### src/verilog/pll_div_pkg.sv
package pll_div_pkg;

	// ------------------------------------------------------------
	// Widths
	// ------------------------------------------------------------
	localparam int REF_DIV_W       = 14;
	localparam int REF_DIV_HI_W    = 6;
	localparam int REF_DIV_LO_W    = 8;
	localparam int PRESC_MODE_W    = 3;
	localparam int SWALLOW_W       = 6;
	localparam int MAIN_W          = 13;
	localparam int PRESC_CNT_W     = 6;
	localparam int PIN_COUNT       = 3;

	// ------------------------------------------------------------
	// Pin index in the synchroniser bank
	// ------------------------------------------------------------
	localparam int PIN_REF         = 0;
	localparam int PIN_OSC         = 1;
	localparam int PIN_DIST        = 2;

	// ------------------------------------------------------------
	// Prescaler mode codes
	// ------------------------------------------------------------
	localparam logic [2:0] MODE_FD_DIV1  = 3'h0;
	localparam logic [2:0] MODE_FD_DIV2  = 3'h1;
	localparam logic [2:0] MODE_DM_2_3   = 3'h2;
	localparam logic [2:0] MODE_DM_4_5   = 3'h3;
	localparam logic [2:0] MODE_DM_8_9   = 3'h4;
	localparam logic [2:0] MODE_DM_16_17 = 3'h5;
	localparam logic [2:0] MODE_DM_32_33 = 3'h6;
	localparam logic [2:0] MODE_FD_DIV3  = 3'h7;

	// ------------------------------------------------------------
	// Prescaler base ratios
	// ------------------------------------------------------------
	localparam logic [5:0] RATIO_1  = 6'h01;
	localparam logic [5:0] RATIO_2  = 6'h02;
	localparam logic [5:0] RATIO_3  = 6'h03;
	localparam logic [5:0] RATIO_4  = 6'h04;
	localparam logic [5:0] RATIO_8  = 6'h08;
	localparam logic [5:0] RATIO_16 = 6'h10;
	localparam logic [5:0] RATIO_32 = 6'h20;

	// ------------------------------------------------------------
	// Reset values of the configuration copies
	// ------------------------------------------------------------
	localparam logic [5:0]  RST_REF_DIV_HI   = 6'h00;
	localparam logic [7:0]  RST_REF_DIV_LO   = 8'h01;
	localparam logic [2:0]  RST_PRESC_MODE   = 3'h0;
	localparam logic [5:0]  RST_SWALLOW      = 6'h00;
	localparam logic [12:0] RST_MAIN         = 13'h0000;
	localparam logic        RST_MAIN_BYPASS  = 1'h0;
	localparam logic        RST_DIST_SEL     = 1'h1;

endpackage

### src/verilog/div_link_if.sv
interface div_link_if;
	import pll_div_pkg::*;

	logic                 en;      // Input edge enable
	logic                 clear;   // Counter restart
	logic [REF_DIV_W-1:0] divisor; // Divide value
	logic                 pulse;   // One-cycle output pulse

	modport ctl (output en, output clear, output divisor, input pulse);
	modport div (input en, input clear, input divisor, output pulse);
endinterface

### src/verilog/pll_ref_and_feedback_dividers.sv
// Summary of operation
// - Reference divider is 14 bits and divides by 1 to 16383.
// - Reference divide value zero behaves as divide by one.
// - Reference value: upper six bits and lower eight bits from two fields.
// - Reference divider output drives one detector input.
// - Feedback divider: 3-bit prescaler mode, 6-bit swallow, 13-bit main counter.
// - Fixed modes: 000 divides by 1, 001 by 2, 111 by 3.
// - Codes 010 to 110 give dual-modulus 2/3, 4/5, 8/9, 16/17, 32/33.
// - Fixed mode ignores swallow counter; main counter may need bypass.
// - Main bypass bit set makes main counter divide by one.
// - Main count reads zero after reset until software overwrites it.
// - One shared reset bit clears reference, swallow and main counters.
// - Swallow and main counters have their own dedicated reset bit.
// - Dual-modulus total division equals ratio times main plus swallow.
// - Fixed-divide total division equals ratio times main count.
// - Mode combinations reach every integer total division down to one.
// - Only the oscillator input feeds the feedback divider.
// - Select cleared routes oscillator to distribution; default routes other input.
// - Detector compares reference and feedback outputs for phase and frequency.
module pll_ref_and_feedback_dividers
	import pll_div_pkg::*;
(
	input  wire logic                    sys_clk_i,                  // 200 MHz clock
	input  wire logic                    sys_rst_i,                  // Sync reset, high
	input  wire logic                    reference_clock_input_i,    // Reference pin
	input  wire logic                    oscillator_clock_input_i,   // Oscillator pin
	input  wire logic                    distribution_clock_input_i, // Distribution pin
	input  wire logic [REF_DIV_HI_W-1:0] ref_div_hi_i,               // Ref value upper
	input  wire logic [REF_DIV_LO_W-1:0] ref_div_lo_i,               // Ref value lower
	input  wire logic [PRESC_MODE_W-1:0] prescaler_mode_i,           // Prescaler mode
	input  wire logic [SWALLOW_W-1:0]    swallow_count_i,            // Swallow count
	input  wire logic [MAIN_W-1:0]       main_count_i,               // Main count
	input  wire logic                    main_count_we_i,            // Main count load
	input  wire logic                    main_bypass_i,              // Main bypass
	input  wire logic                    shared_counter_reset_i,     // All counters
	input  wire logic                    feedback_counter_reset_i,   // Swallow and main
	input  wire logic                    dist_source_sel_i,          // 0 = oscillator
	output logic                         pfd_ref_pulse_o,            // Ref divider out
	output logic                         pfd_fb_pulse_o,             // Fb divider out
	output logic                         pfd_up_o,                   // Detector up
	output logic                         pfd_down_o,                 // Detector down
	output logic [MAIN_W-1:0]            main_count_o,               // Main readback
	output logic                         dist_clock_o                // Distribution out
);

	typedef enum { FB_LOAD, FB_RUN } fb_state_t;

	// ------------------------------------------------------------
	// Declarations
	// ------------------------------------------------------------
	logic [PIN_COUNT-1:0]    meta_reg;
	logic [PIN_COUNT-1:0]    sync_reg;
	logic [PIN_COUNT-1:0]    prev_reg;
	logic                    ref_edge;
	logic                    osc_edge;

	logic [REF_DIV_HI_W-1:0] ref_div_hi_reg;
	logic [REF_DIV_LO_W-1:0] ref_div_lo_reg;
	logic [PRESC_MODE_W-1:0] presc_mode_reg;
	logic [SWALLOW_W-1:0]    swallow_reg;
	logic [MAIN_W-1:0]       main_reg;
	logic                    bypass_reg;
	logic                    dist_sel_reg;

	logic [5:0]              base_ratio;
	logic                    dual_mode;
	logic [PRESC_CNT_W-1:0]  presc_last;
	logic [PRESC_CNT_W-1:0]  presc_cnt_reg;
	logic                    presc_tick;
	logic [SWALLOW_W-1:0]    swallow_left_reg;
	logic [MAIN_W-1:0]       main_left_reg;
	logic                    main_expire;
	logic                    fb_clear;
	fb_state_t               fb_state_reg;
	logic                    fb_pulse_reg;

	div_link_if              ref_link ();

	// ------------------------------------------------------------
	// Pin synchronisers
	// ------------------------------------------------------------
	// Two flops per pin; a third flop gives the edge detector history
	always_ff @(posedge sys_clk_i)
	begin
		if (sys_rst_i)
		begin
			meta_reg <= '0;
			sync_reg <= '0;
			prev_reg <= '0;
		end
		else
		begin
			meta_reg <= {distribution_clock_input_i, oscillator_clock_input_i,
				reference_clock_input_i};
			sync_reg <= meta_reg;
			prev_reg <= sync_reg;
		end
	end

	// Rising edges become one-cycle enables; limits input rate below 100 MHz
	assign ref_edge = sync_reg[PIN_REF] && !prev_reg[PIN_REF];
	assign osc_edge = sync_reg[PIN_OSC] && !prev_reg[PIN_OSC];

	// ------------------------------------------------------------
	// Configuration copies
	// ------------------------------------------------------------
	// Ports are sampled every cycle so a change acts on the next edge
	always_ff @(posedge sys_clk_i)
	begin
		if (sys_rst_i)
		begin
			ref_div_hi_reg <= RST_REF_DIV_HI;
			ref_div_lo_reg <= RST_REF_DIV_LO;
			presc_mode_reg <= RST_PRESC_MODE;
			swallow_reg    <= RST_SWALLOW;
			bypass_reg     <= RST_MAIN_BYPASS;
			dist_sel_reg   <= RST_DIST_SEL;
		end
		else
		begin
			ref_div_hi_reg <= ref_div_hi_i;
			ref_div_lo_reg <= ref_div_lo_i;
			presc_mode_reg <= prescaler_mode_i;
			swallow_reg    <= swallow_count_i;
			bypass_reg     <= main_bypass_i;
			dist_sel_reg   <= dist_source_sel_i;
		end
	end

	// Main count holds zero from reset until software loads it
	always_ff @(posedge sys_clk_i)
	begin
		if (sys_rst_i)
			main_reg <= RST_MAIN;
		else if (main_count_we_i)
			main_reg <= main_count_i;
	end

	// ------------------------------------------------------------
	// Reference divider
	// ------------------------------------------------------------
	// Shared reset restarts the reference divider as well
	assign ref_link.en      = ref_edge;
	assign ref_link.clear   = shared_counter_reset_i;
	assign ref_link.divisor = {ref_div_hi_reg, ref_div_lo_reg};

	edge_divider u_ref_div (
		.sys_clk_i (sys_clk_i),
		.sys_rst_i (sys_rst_i),
		.link      (ref_link.div)
	);

	// ------------------------------------------------------------
	// Prescaler mode decode
	// ------------------------------------------------------------
	always_comb
	begin
		base_ratio = RATIO_1;
		dual_mode  = 1'b0;
		case (presc_mode_reg)
			MODE_FD_DIV1:  base_ratio = RATIO_1;
			MODE_FD_DIV2:  base_ratio = RATIO_2;
			MODE_FD_DIV3:  base_ratio = RATIO_3;
			MODE_DM_2_3:
			begin
				base_ratio = RATIO_2;
				dual_mode  = 1'b1;
			end
			MODE_DM_4_5:
			begin
				base_ratio = RATIO_4;
				dual_mode  = 1'b1;
			end
			MODE_DM_8_9:
			begin
				base_ratio = RATIO_8;
				dual_mode  = 1'b1;
			end
			MODE_DM_16_17:
			begin
				base_ratio = RATIO_16;
				dual_mode  = 1'b1;
			end
			MODE_DM_32_33:
			begin
				base_ratio = RATIO_32;
				dual_mode  = 1'b1;
			end
			default:
			begin
				base_ratio = RATIO_1;
				dual_mode  = 1'b0;
			end
		endcase
	end

	// Ratio plus one while swallow cycles remain, ratio afterwards
	always_comb
	begin
		if (dual_mode && swallow_left_reg != '0)
			presc_last = base_ratio;
		else
			presc_last = base_ratio - 6'h01;
	end

	assign presc_tick = osc_edge && (presc_cnt_reg >= presc_last);

	// ------------------------------------------------------------
	// Feedback counters
	// ------------------------------------------------------------
	// Either reset bit clears swallow and main; used mainly for test
	assign fb_clear = shared_counter_reset_i || feedback_counter_reset_i;

	// Bypass or a count of one or zero expires on every prescaler cycle
	assign main_expire = bypass_reg || (main_left_reg <= MAIN_W'(1));

	// Prescaler cycle counter on oscillator edges only
	always_ff @(posedge sys_clk_i)
	begin
		if (sys_rst_i || fb_clear || fb_state_reg == FB_LOAD)
			presc_cnt_reg <= '0;
		else if (osc_edge)
		begin
			if (presc_cnt_reg >= presc_last)
				presc_cnt_reg <= '0;
			else
				presc_cnt_reg <= presc_cnt_reg + PRESC_CNT_W'(1);
		end
	end

	// Load after any reset, then run and reload at main expiry
	always_ff @(posedge sys_clk_i)
	begin
		if (sys_rst_i || fb_clear)
			fb_state_reg <= FB_LOAD;
		else
		begin
			case (fb_state_reg)
				FB_LOAD: fb_state_reg <= FB_RUN;
				FB_RUN:  fb_state_reg <= FB_RUN;
				default: fb_state_reg <= FB_LOAD;
			endcase
		end
	end

	// Swallow and main down-counters; total = ratio*main + swallow
	always_ff @(posedge sys_clk_i)
	begin
		if (sys_rst_i || fb_clear)
		begin
			swallow_left_reg <= '0;
			main_left_reg    <= '0;
		end
		else if (fb_state_reg == FB_LOAD || (presc_tick && main_expire))
		begin
			swallow_left_reg <= dual_mode ? swallow_reg : '0;
			main_left_reg    <= main_reg;
		end
		else if (presc_tick)
		begin
			main_left_reg <= main_left_reg - MAIN_W'(1);
			if (swallow_left_reg != '0)
				swallow_left_reg <= swallow_left_reg - SWALLOW_W'(1);
		end
	end

	// Output pulse per full feedback period; ratio one with bypass gives one
	always_ff @(posedge sys_clk_i)
	begin
		if (sys_rst_i || fb_clear)
			fb_pulse_reg <= 1'b0;
		else
			fb_pulse_reg <= fb_state_reg == FB_RUN && presc_tick && main_expire;
	end

	// ------------------------------------------------------------
	// Detector inputs
	// ------------------------------------------------------------
	always_ff @(posedge sys_clk_i)
	begin
		if (sys_rst_i)
		begin
			pfd_ref_pulse_o <= 1'b0;
			pfd_fb_pulse_o  <= 1'b0;
		end
		else
		begin
			pfd_ref_pulse_o <= ref_link.pulse;
			pfd_fb_pulse_o  <= fb_pulse_reg;
		end
	end

	// ------------------------------------------------------------
	// Phase/frequency detector
	// ------------------------------------------------------------
	// Tri-state style: each side latches, both high resets both
	always_ff @(posedge sys_clk_i)
	begin
		if (sys_rst_i)
		begin
			pfd_up_o   <= 1'b0;
			pfd_down_o <= 1'b0;
		end
		else if ((pfd_up_o || pfd_ref_pulse_o) && (pfd_down_o || pfd_fb_pulse_o))
		begin
			pfd_up_o   <= 1'b0;
			pfd_down_o <= 1'b0;
		end
		else
		begin
			pfd_up_o   <= pfd_up_o || pfd_ref_pulse_o;
			pfd_down_o <= pfd_down_o || pfd_fb_pulse_o;
		end
	end

	// ------------------------------------------------------------
	// Distribution source and readback
	// ------------------------------------------------------------
	// Sampled copy only; real jitter-free muxing belongs in the pad ring
	always_ff @(posedge sys_clk_i)
	begin
		if (sys_rst_i)
		begin
			dist_clock_o <= 1'b0;
			main_count_o <= RST_MAIN;
		end
		else
		begin
			dist_clock_o <= dist_sel_reg ? sync_reg[PIN_DIST] : sync_reg[PIN_OSC];
			main_count_o <= main_reg;
		end
	end

endmodule

### src/verilog/edge_divider.sv
module edge_divider
	import pll_div_pkg::*;
(
	input  wire logic sys_clk_i, // System clock
	input  wire logic sys_rst_i, // Synchronous reset, high
	div_link_if.div   link       // Enable, clear, divisor, pulse
);

	logic [REF_DIV_W-1:0] count_reg;
	logic [REF_DIV_W-1:0] last_value;
	logic                 pulse_reg;

	// ------------------------------------------------------------
	// Terminal count
	// ------------------------------------------------------------
	// Zero divisor folds onto one, so the input passes undivided
	always_comb
	begin
		if (link.divisor == '0)
			last_value = '0;
		else
			last_value = link.divisor - REF_DIV_W'(1);
	end

	// Count input edges, wrap at the terminal value
	always_ff @(posedge sys_clk_i)
	begin
		if (sys_rst_i || link.clear)
			count_reg <= '0;
		else if (link.en)
		begin
			if (count_reg >= last_value)
				count_reg <= '0;
			else
				count_reg <= count_reg + REF_DIV_W'(1);
		end
	end

	// One pulse per divided period
	always_ff @(posedge sys_clk_i)
	begin
		if (sys_rst_i || link.clear)
			pulse_reg <= 1'b0;
		else
			pulse_reg <= link.en && (count_reg >= last_value);
	end

	assign link.pulse = pulse_reg;

endmodule

### config.mk
export PLATFORM = sky130hd
export DESIGN_NAME = pll_ref_and_feedback_dividers
export DESIGN_NICKNAME = d
export VERILOG_FILES = /design/src/verilog/pll_div_pkg.sv /design/src/verilog/div_link_if.sv /design/src/verilog/pll_ref_and_feedback_dividers.sv /design/src/verilog/edge_divider.sv
export SDC_FILE = /design/constraint.sdc
export NUM_CORES = 1
export LEC_CHECK = 0
export ABC_AREA = 1
export BUFFER_PORTS_ARGS = -buffer_cell sky130_fd_sc_hd__buf_2
export CORE_MARGIN = 2
export CORE_UTILIZATION = 58
export DETAILED_ROUTE_END_ITERATION = 10
export PLACE_DENSITY_LB_ADDON = 0.1
export SLEW_MARGIN = 25
export SYNTH_ARGS = -nofsm -noshare
export SYNTH_HDL_FRONTEND = slang
export SYNTH_HIERARCHICAL = 1
export SYNTH_SLANG_ARGS = --single-unit
### constraint.sdc
create_clock -name sys_clk_i -period 3 [get_ports sys_clk_i]
set_input_delay 0 -clock sys_clk_i [delete_from_list [all_inputs] [get_ports sys_clk_i]]
set_output_delay 0 -clock sys_clk_i [all_outputs]
set_load 0.05 [all_outputs]
==> results of run 1 <==
stage by stage:
stage                     setup WS [ps]  util, %
after CTS                          82.1     71.5
after global routing               31.4     72.0
after floorplan                     573        -
after global placement              238     64.3
final                               252     72.0
after detailed placement            105     64.3
logic make-up (layout without fill, tap and decap cells):
group                    after synthesis  after routing  synth area share (%)
multiplexers                           1              1                 0.189
adder cells (fa/ha/maj)               27             27                  6.38
XOR/XNOR                              32             32                  5.43
flip-flops                           106            106                  40.1
buffers and inverters                141            249                  10.9
AO/OA/AOI/OAI                         64             64                  6.80
AND/OR/NAND/NOR                      360            360                  30.2
area by class of cell:
| type | count | share of cell area (%) |
|---|---|---|
| clock inverter | 7 | 1.32 |
| multi-input combinational | 484 | 41.4 |
| sequential | 106 | 33.5 |
| timing repair buffer | 113 | 12.6 |
| clock buffer | 9 | 1.95 |
| inverter | 120 | 7.11 |
| tap | 108 | 2.13 |
power breakdown:
group          switching, mW  internal (mW)
sequential            0.0309           1.46
combinational          0.264          0.179
clock                  0.516          0.404
total                  0.812           2.04
path summary, 6_finish.rpt:
path                                         end  cells past startpoint  slack [ps]
worst min-delay path                 main_reg[3]                      3         220
worst max register to register  main_left_reg[1]                     15         250
worst max-delay path            main_left_reg[1]                     15         250
worst min register to register   pfd_ref_pulse_o                      2         410
layout by cell type (no fill, tap or decap), types with 3 or more instances in the layout:
| master | Yosys | final |
|---|---|---|
| sky130_fd_sc_hd__nand3b_1 | 3 | 3 |
| sky130_fd_sc_hd__clkbuf_8 | 0 | 9 |
| sky130_fd_sc_hd__nand4_1 | 5 | 5 |
| sky130_fd_sc_hd__inv_2 | 3 | 3 |
| sky130_fd_sc_hd__nor2_1 | 134 | 134 |
| sky130_fd_sc_hd__xnor2_1 | 5 | 5 |
| sky130_fd_sc_hd__nor3_1 | 5 | 5 |
| sky130_fd_sc_hd__buf_2 | 3 | 63 |
| sky130_fd_sc_hd__o22ai_1 | 5 | 5 |
| sky130_fd_sc_hd__dlygate4sd3_1 | 0 | 43 |
| sky130_fd_sc_hd__xor2_1 | 26 | 26 |
| sky130_fd_sc_hd__ha_1 | 27 | 27 |
| sky130_fd_sc_hd__buf_4 | 4 | 7 |
| sky130_fd_sc_hd__nand3_1 | 47 | 47 |
| sky130_fd_sc_hd__a21oi_1 | 20 | 20 |
| sky130_fd_sc_hd__nand2_2 | 6 | 6 |
| sky130_fd_sc_hd__inv_1 | 117 | 117 |
| sky130_fd_sc_hd__dfxtp_1 | 106 | 106 |
| sky130_fd_sc_hd__o21ai_0 | 27 | 27 |
| sky130_fd_sc_hd__nand3_2 | 3 | 3 |
| sky130_fd_sc_hd__nand2_1 | 138 | 137 |
metal layers:
metal / global-route usage, % / wire [microns] / vias up
met5: 0 / 0 / -
met4: 7.48 / 136 / 0
met3: 4.78 / 621 / 8
met2: 41.0 / 5350 / 116
met1: 31.6 / 5350 / 2072
li1: - / - / 2462
worst max-delay path: stages (launching register included):
cell,delay (ps)
sky130_fd_sc_hd__dfxtp_1,310
sky130_fd_sc_hd__inv_1,140
sky130_fd_sc_hd__ha_1,170
sky130_fd_sc_hd__nand4_1,250
sky130_fd_sc_hd__buf_4,230
sky130_fd_sc_hd__o21ai_0,80
sky130_fd_sc_hd__nand2_1,90
sky130_fd_sc_hd__ha_1,280
sky130_fd_sc_hd__nand2_1,50
sky130_fd_sc_hd__nor2_1,100
sky130_fd_sc_hd__nand2_1,110
sky130_fd_sc_hd__nand2_1,90
sky130_fd_sc_hd__nand2_2,80
sky130_fd_sc_hd__a21oi_2,450
sky130_fd_sc_hd__nand3_1,150
sky130_fd_sc_hd__o31ai_1,90
timing repair:
action | CTS | global route
resized for setup | 0 | 5
buffers inserted | 0 | 2
setup endpoints to repair | 0 | 28
hold endpoints to repair | 43 | 0
hold buffers | 43 | 0
==> results.txt, run 1 <==
----------------------------------------------------
[GRT]
  Pin count of the biggest net entering global routing ... 54
  GRT overflow ... 0
  Initial antenna violation count ... 0
  Number of global-route vias before repair ... 4528
  Global-route wire length before repair ... 19.8 mm
  Total GRT Usage ... 24.3%

[Die]
  Initial core utilization ... 60.2%
  Die Y ... 99.6 microns
  Count of pins on the block boundary ... 64
  Rows ... 34
  Width of the chip ... 99.6 microns
  Area of the core ... 8810 sq um
  Die area ... 9910 sq um

[Finish]
  Final standard cell count with taps included and fillers excluded ... 947
  Area taken by flip-flops and latches ... 2120 sq um
  Diodes inserted ... 0
  Share of cells above drive strength 1 ... 14.2%
  Area of all placed cells without fillers ... 6340 sq um
  Area occupied by multi-input gates ... 2620 sq um
  Synthesis-to-layout area growth ... 19.6%
  Number of flip-flops under the largest register name ... 14
  Number of nets in the finished design ... 907
  Number of fill cells ... 724

[Logic synthesis]
  Post-Syn Area per Cell ... 7.25 sq um
  Synthesized net count ... 804
  Cell Area, Synth ... 5300 sq um
  Synth top area share ... 40.1%
  Post-synth top cells ... sky130_fd_sc_hd__nand2_1 (138), sky130_fd_sc_hd__nor2_1 (134), sky130_fd_sc_hd__inv_1 (117)
  Async set or reset register ratio after synthesis ... 0%
  EDFF count, synth ... 0
  Post-synth cell types ... 45
  Post-synthesis sequential area ratio ... 40.1%
  Largest cells by area after synthesis ... sky130_fd_sc_hd__dfxtp_1 (40%), sky130_fd_sc_hd__nand2_1 (9.8%), sky130_fd_sc_hd__nor2_1 (9.5%)
  Post-Synthesis Cells ... 731
  Number of warnings reported in the yosys synthesis log ... 6
  Library cell with the highest instance count after synthesis ... sky130_fd_sc_hd__nand2_1
  Flops & latches, synth ... 106
  Flip-flop cell with the highest count after synthesis ... sky130_fd_sc_hd__dfxtp_1
  Most area-hungry cell type in the Yosys netlist ... sky130_fd_sc_hd__dfxtp_1

[Routing]
  Drt first-iter violations ... 146
  First-pass iteration count of the detailed router ... 4
  Per-cell via count in the routed design ... 4.92
  Final antenna-violating net count ... 0
  Drt drc ... 0
  Post-detailed-routing wire length ... 11.5 mm
  WL per Instance ... 12.1 microns
  Vias ... 4658

[Timing]
  Fin crit period ... 2750 ps
  Setup repair after global routing missed its margin ... false
  Finish-stage setup viols ... 0
  Part of the cycle the worst path needs ... 91.6%
  Final Hold Violating Endpoints ... 0
  Final clock skew ... 16.4 ps
  Measured slew at the worst slew-check pin ... 947 ps
  Final TNS setup ... 0 ps
  Maximum achievable frequency ... 364 MHz
  Max Slew Vio Count ... 0
  Worst slew slack as a fraction of its limit ... 36.9%
  Worst hold-check slack ... 222 ps

[Setup path]
  Worst setup path class ... flip-flop to flip-flop
  Critical path data arrival time ... 3030 ps
  Worst Setup End Kind ... flip-flop
  Critical path fanouts, max ... 10
  Required time of the critical path ... 3280 ps
  Worst setup path start ... swallow_left_reg[0]
  Reg-to-Reg Start ... swallow_left_reg[0]
  Category of the worst setup path launch point ... flip-flop

[CTS]
  Clock buffer count from CTS ... 9
  H-tree level count ... 3
  CTS Buffer Depth ... 2
  Clock tree from TritonCTS ... built
  Number of sinks handled by clock tree synthesis ... 106
  Buffer type at the clock tree root ... sky130_fd_sc_hd__clkbuf_8
  Clock transition at the register clock pins on the worst setup and hold paths after CTS ... 110 ps
  Worst skew pair latency ... 370 ps

[Placed design]
  Placed Cells ... 886
  Final RePlAce weighted congestion ... 0.867
  Instance area at placement ... 5660 sq um
  DPL Wire Length ... 7.87 mm
  Number of buffers added on ports ... 63

[Power and ir drop]
  IR Drop Worst-Case VDD ... 0.316 mV
  Leak ... 3.06 nW
  Total power ... 2.85 mW
  Areal power density over the cells ... 450 nW/um^2

[Run status]
  Result of the run ... finished clean

[Worst hold path]
  Hold path startpoint ... main_count_we_i
  Classification of the worst-slack hold path ... primary input to flip-flop

[Run]
  Maximum capacitance violations ... 0

----------------------------------------------------
No activity file was read; power rests on OpenSTA's default activity.
==> run 2: changes to the inputs <==
- CORE_UTILIZATION: 58 -> 35
==> results.txt, run 2 (synthesis results as in run 1) <==
----------------------------------------------------
[Run status]
  Result of the run ... finished clean

[Finish]
  Share of cells above drive strength 1 ... 14.1% (-0.12 points)
  Fraction of the core area covered by cells at the end of the flow ... 44.4% (-28 points)
  Synthesis-to-layout area growth ... 22.9%
  Commonest cells after routing, fill and taps aside ... sky130_fd_sc_hd__nand2_1 (138), sky130_fd_sc_hd__nor2_1 (134), sky130_fd_sc_hd__inv_1 (117)
  Diodes inserted ... 0 (unchanged)
  Commonest non-fill, non-tap cell in the layout ... sky130_fd_sc_hd__nand2_1
  Number of fill cells ... 1479 (+100%)
  Number of nets in the finished design ... 907 (unchanged)
  Final standard cell count with taps included and fillers excluded ... 1023 (+8.0%)
  Number of flip-flops under the largest register name ... 14 (unchanged)

[GRT]
  Global-route wire length before repair ... 20.6 mm (+3.6%)
  Number of global-route vias before repair ... 4491 (-0.82%)
  GRT overflow ... 0 (unchanged)
  Initial antenna violation count ... 0 (unchanged)
  Pin count of the biggest net entering global routing ... 29 (-46%)
  Total GRT Usage ... 15.9% (-8.4 points)

[CTS]
  H-tree level count ... 3 (unchanged)
  Buffer type at the clock tree root ... sky130_fd_sc_hd__clkbuf_16
  Number of sinks handled by clock tree synthesis ... 106 (unchanged)
  Clock buffer count from CTS ... 9 (unchanged)
  CTS Buffer Depth ... 2 (unchanged)
  Clock transition at the register clock pins on the worst setup and hold paths after CTS ... 80 ps (-30 ps)
  Clock tree from TritonCTS ... built
  Worst skew pair latency ... 360 ps (about the same)

[Timing]
  Part of the cycle the worst path needs ... 89.2% (-2.5 points)
  Worst slew slack as a fraction of its limit ... 54.1% (+17 points)
  Final TNS setup ... 0 ps (unchanged)
  Measured slew at the worst slew-check pin ... 687 ps (-259 ps)
  Maximum achievable frequency ... 374 MHz (+2.8%)
  Finish-stage setup viols ... 0 (unchanged)
  Max Slew Vio Count ... 0 (unchanged)
  Final worst setup slack ... 325 ps (+73.7 ps)
  Fin crit period ... 2670 ps (-73.7 ps)
  Final Hold Violating Endpoints ... 0 (unchanged)
  Setup repair after global routing missed its margin ... false
  Final clock skew ... 10.0 ps (-6.34 ps)

[Setup path]
  Critical path fanouts, max ... 22 (+12)
  Category of the worst setup path launch point ... flip-flop
  Register-to-register path setup slack ... 330 ps (+70 ps)
  Required time of the critical path ... 3250 ps (-30 ps)
  Worst Setup End Kind ... flip-flop
  Reg-to-Reg Start ... swallow_left_reg[1]
  Largest stage delay on the critical path ... 340 ps (-110 ps)
  Crit path buf inv count ... 2 (unchanged)
  Cell-by-cell trace of the critical path ... inv_1 > ha_1 > nand4_1 > inv_1 > a21oi_1 > o21ai_0 > ha_1 > nand2_1 > nand2_1 > a21oi_2 > a21oi_4 > nand2_4 > nand2_4 > nand2_1 > nand2_1 > nor2_1 > nor2_1
  Terminus of the critical flop-to-flop path ... swallow_left_reg[3]
  Path depth of the worst reg2reg path ... 17 (+2)
  Gate family responsible for the most delay along the worst path ... simple AND/OR/NAND/NOR gates
  Critical path data arrival time ... 2930 ps (-100 ps)
  Worst setup path class ... flip-flop to flip-flop
  Slowest library cell on the worst path ... sky130_fd_sc_hd__dfxtp_1
  Cell occurring most often along the worst timing path ... sky130_fd_sc_hd__nand2_1

[Placed design]
  Placed Cells ... 965 (+8.9%)
  Final RePlAce weighted congestion ... 0.852 (-1.7%)
  Worst setup slack before clock tree synthesis ... 224 ps (+118 ps)
  Number of buffers added on ports ... 63 (unchanged)
  DPL Wire Length ... 9.03 mm (+15%)

[Routing]
  Final antenna-violating net count ... 0 (unchanged)
  Drt drc ... 0 (unchanged)
  WL per Instance ... 12.1 microns (-0.11%)
  Per-cell via count in the routed design ... 4.48 (-8.9%)
  Vias ... 4584 (-1.6%)
  Post-detailed-routing wire length ... 12.4 mm (+7.9%)
  First-pass iteration count of the detailed router ... 4 (unchanged)
  Drt first-iter violations ... 225 (+54%)

[Power and ir drop]
  Leak ... 3.11 nW (+1.5%)
  IR Drop Worst-Case VDD ... 0.414 mV (+31%)
  Areal power density over the cells ... 486 nW/um^2 (+8.1%)

[Die]
  Area of the core ... 14600 sq um (+66%)
  Count of pins on the block boundary ... 64 (unchanged)
  Die area ... 16100 sq um (+63%)
  Die Y ... 127 microns (+28%)
  Initial core utilization ... 36.2% (-24 points)
  Rows ... 44 (+29%)
  Width of the chip ... 127 microns (+28%)

[Worst hold path]
  Classification of the worst-slack hold path ... primary input to flip-flop
  Hold path startpoint ... main_count_i[10]
  Worst hold path stage count ... 3 (unchanged)
  Hold EP ... main_reg[10]

[Run]
  Maximum capacitance violations ... 0 (unchanged)

----------------------------------------------------
run 2: layout make-up:
class                      count  area (sq um)  share of cell area, %
clock buffer                  11           243                   3.73
clock inverter                 5          67.6                   1.04
inverter                     120           450                   6.92
multi-input combinational    484          2600                   39.9
sequential                   106          2120                   32.6
tap                          184           230                   3.54
timing repair buffer         113           796                   12.2
run 2: report_power, final:
group	switching (mW)	leakage, nW	internal (mW)
combinational	0.262	2.09	0.175
clock	0.556	0.153	0.684
sequential	0.0307	0.869	1.46
run 2: layer usage:
metal / vias up / track usage [%] / part of all wire, %
li1: 2454 / - / -
met1: 2051 / 20.2 / 49
met2: 66 / 26.4 / 46
met3: 13 / 4.44 / 3.6
met4: 0 / 4.46 / 1.3
met5: - / 0 / 0
run 2: worst register-to-register path: stages, from the launching register on:
cell and delay, ps:
sky130_fd_sc_hd__dfxtp_1 340, sky130_fd_sc_hd__inv_1 70, sky130_fd_sc_hd__ha_1 170, sky130_fd_sc_hd__nand4_1 220, sky130_fd_sc_hd__inv_1 140, sky130_fd_sc_hd__a21oi_1 130, sky130_fd_sc_hd__o21ai_0 110, sky130_fd_sc_hd__ha_1 320
sky130_fd_sc_hd__nand2_1 70, sky130_fd_sc_hd__nand2_1 60, sky130_fd_sc_hd__a21oi_2 190, sky130_fd_sc_hd__a21oi_4 80, sky130_fd_sc_hd__nand2_4 150, sky130_fd_sc_hd__nand2_4 180, sky130_fd_sc_hd__nand2_1 120, sky130_fd_sc_hd__nand2_1 60
sky130_fd_sc_hd__nor2_1 100, sky130_fd_sc_hd__nor2_1 60
run 2: how the worst max path moves through the flow:
stage / start / endpoint / slack (ps) / cells past startpoint
CTS: ref_div_lo_reg[0] / u_ref_div/count_reg[0] / 190 / 18
detailed placement: ref_div_lo_reg[0] / u_ref_div/count_reg[0] / 220 / 18
global route: swallow_left_reg[1] / swallow_left_reg[1] / 20 / 17
finish: swallow_left_reg[1] / swallow_left_reg[3] / 330 / 17
global placement: ref_div_lo_reg[0] / u_ref_div/count_reg[0] / 290 / 18
floorplan: ref_div_lo_reg[0] / u_ref_div/count_reg[5] / 570 / 19
run 2: timing repair:
action	4_1_cts	5_1_grt
buffers inserted	0	0
gates resized for setup	0	2
hold endpoints to repair	42	0
setup endpoints to repair	0	14
hold buffers	42	0
run 2: through the flow:
stage          power (mW)  hold WS (ps)  instance area [sq um]
6_report             3.17          18.1                   6510
5_1_grt              3.33          48.6                   6510
4_1_cts              3.22          27.0                   6510
3_5_place_dp         1.91           200                   5780
3_3_place_gp         1.91           196                   5780
2_1_floorplan        1.81           104                   5300
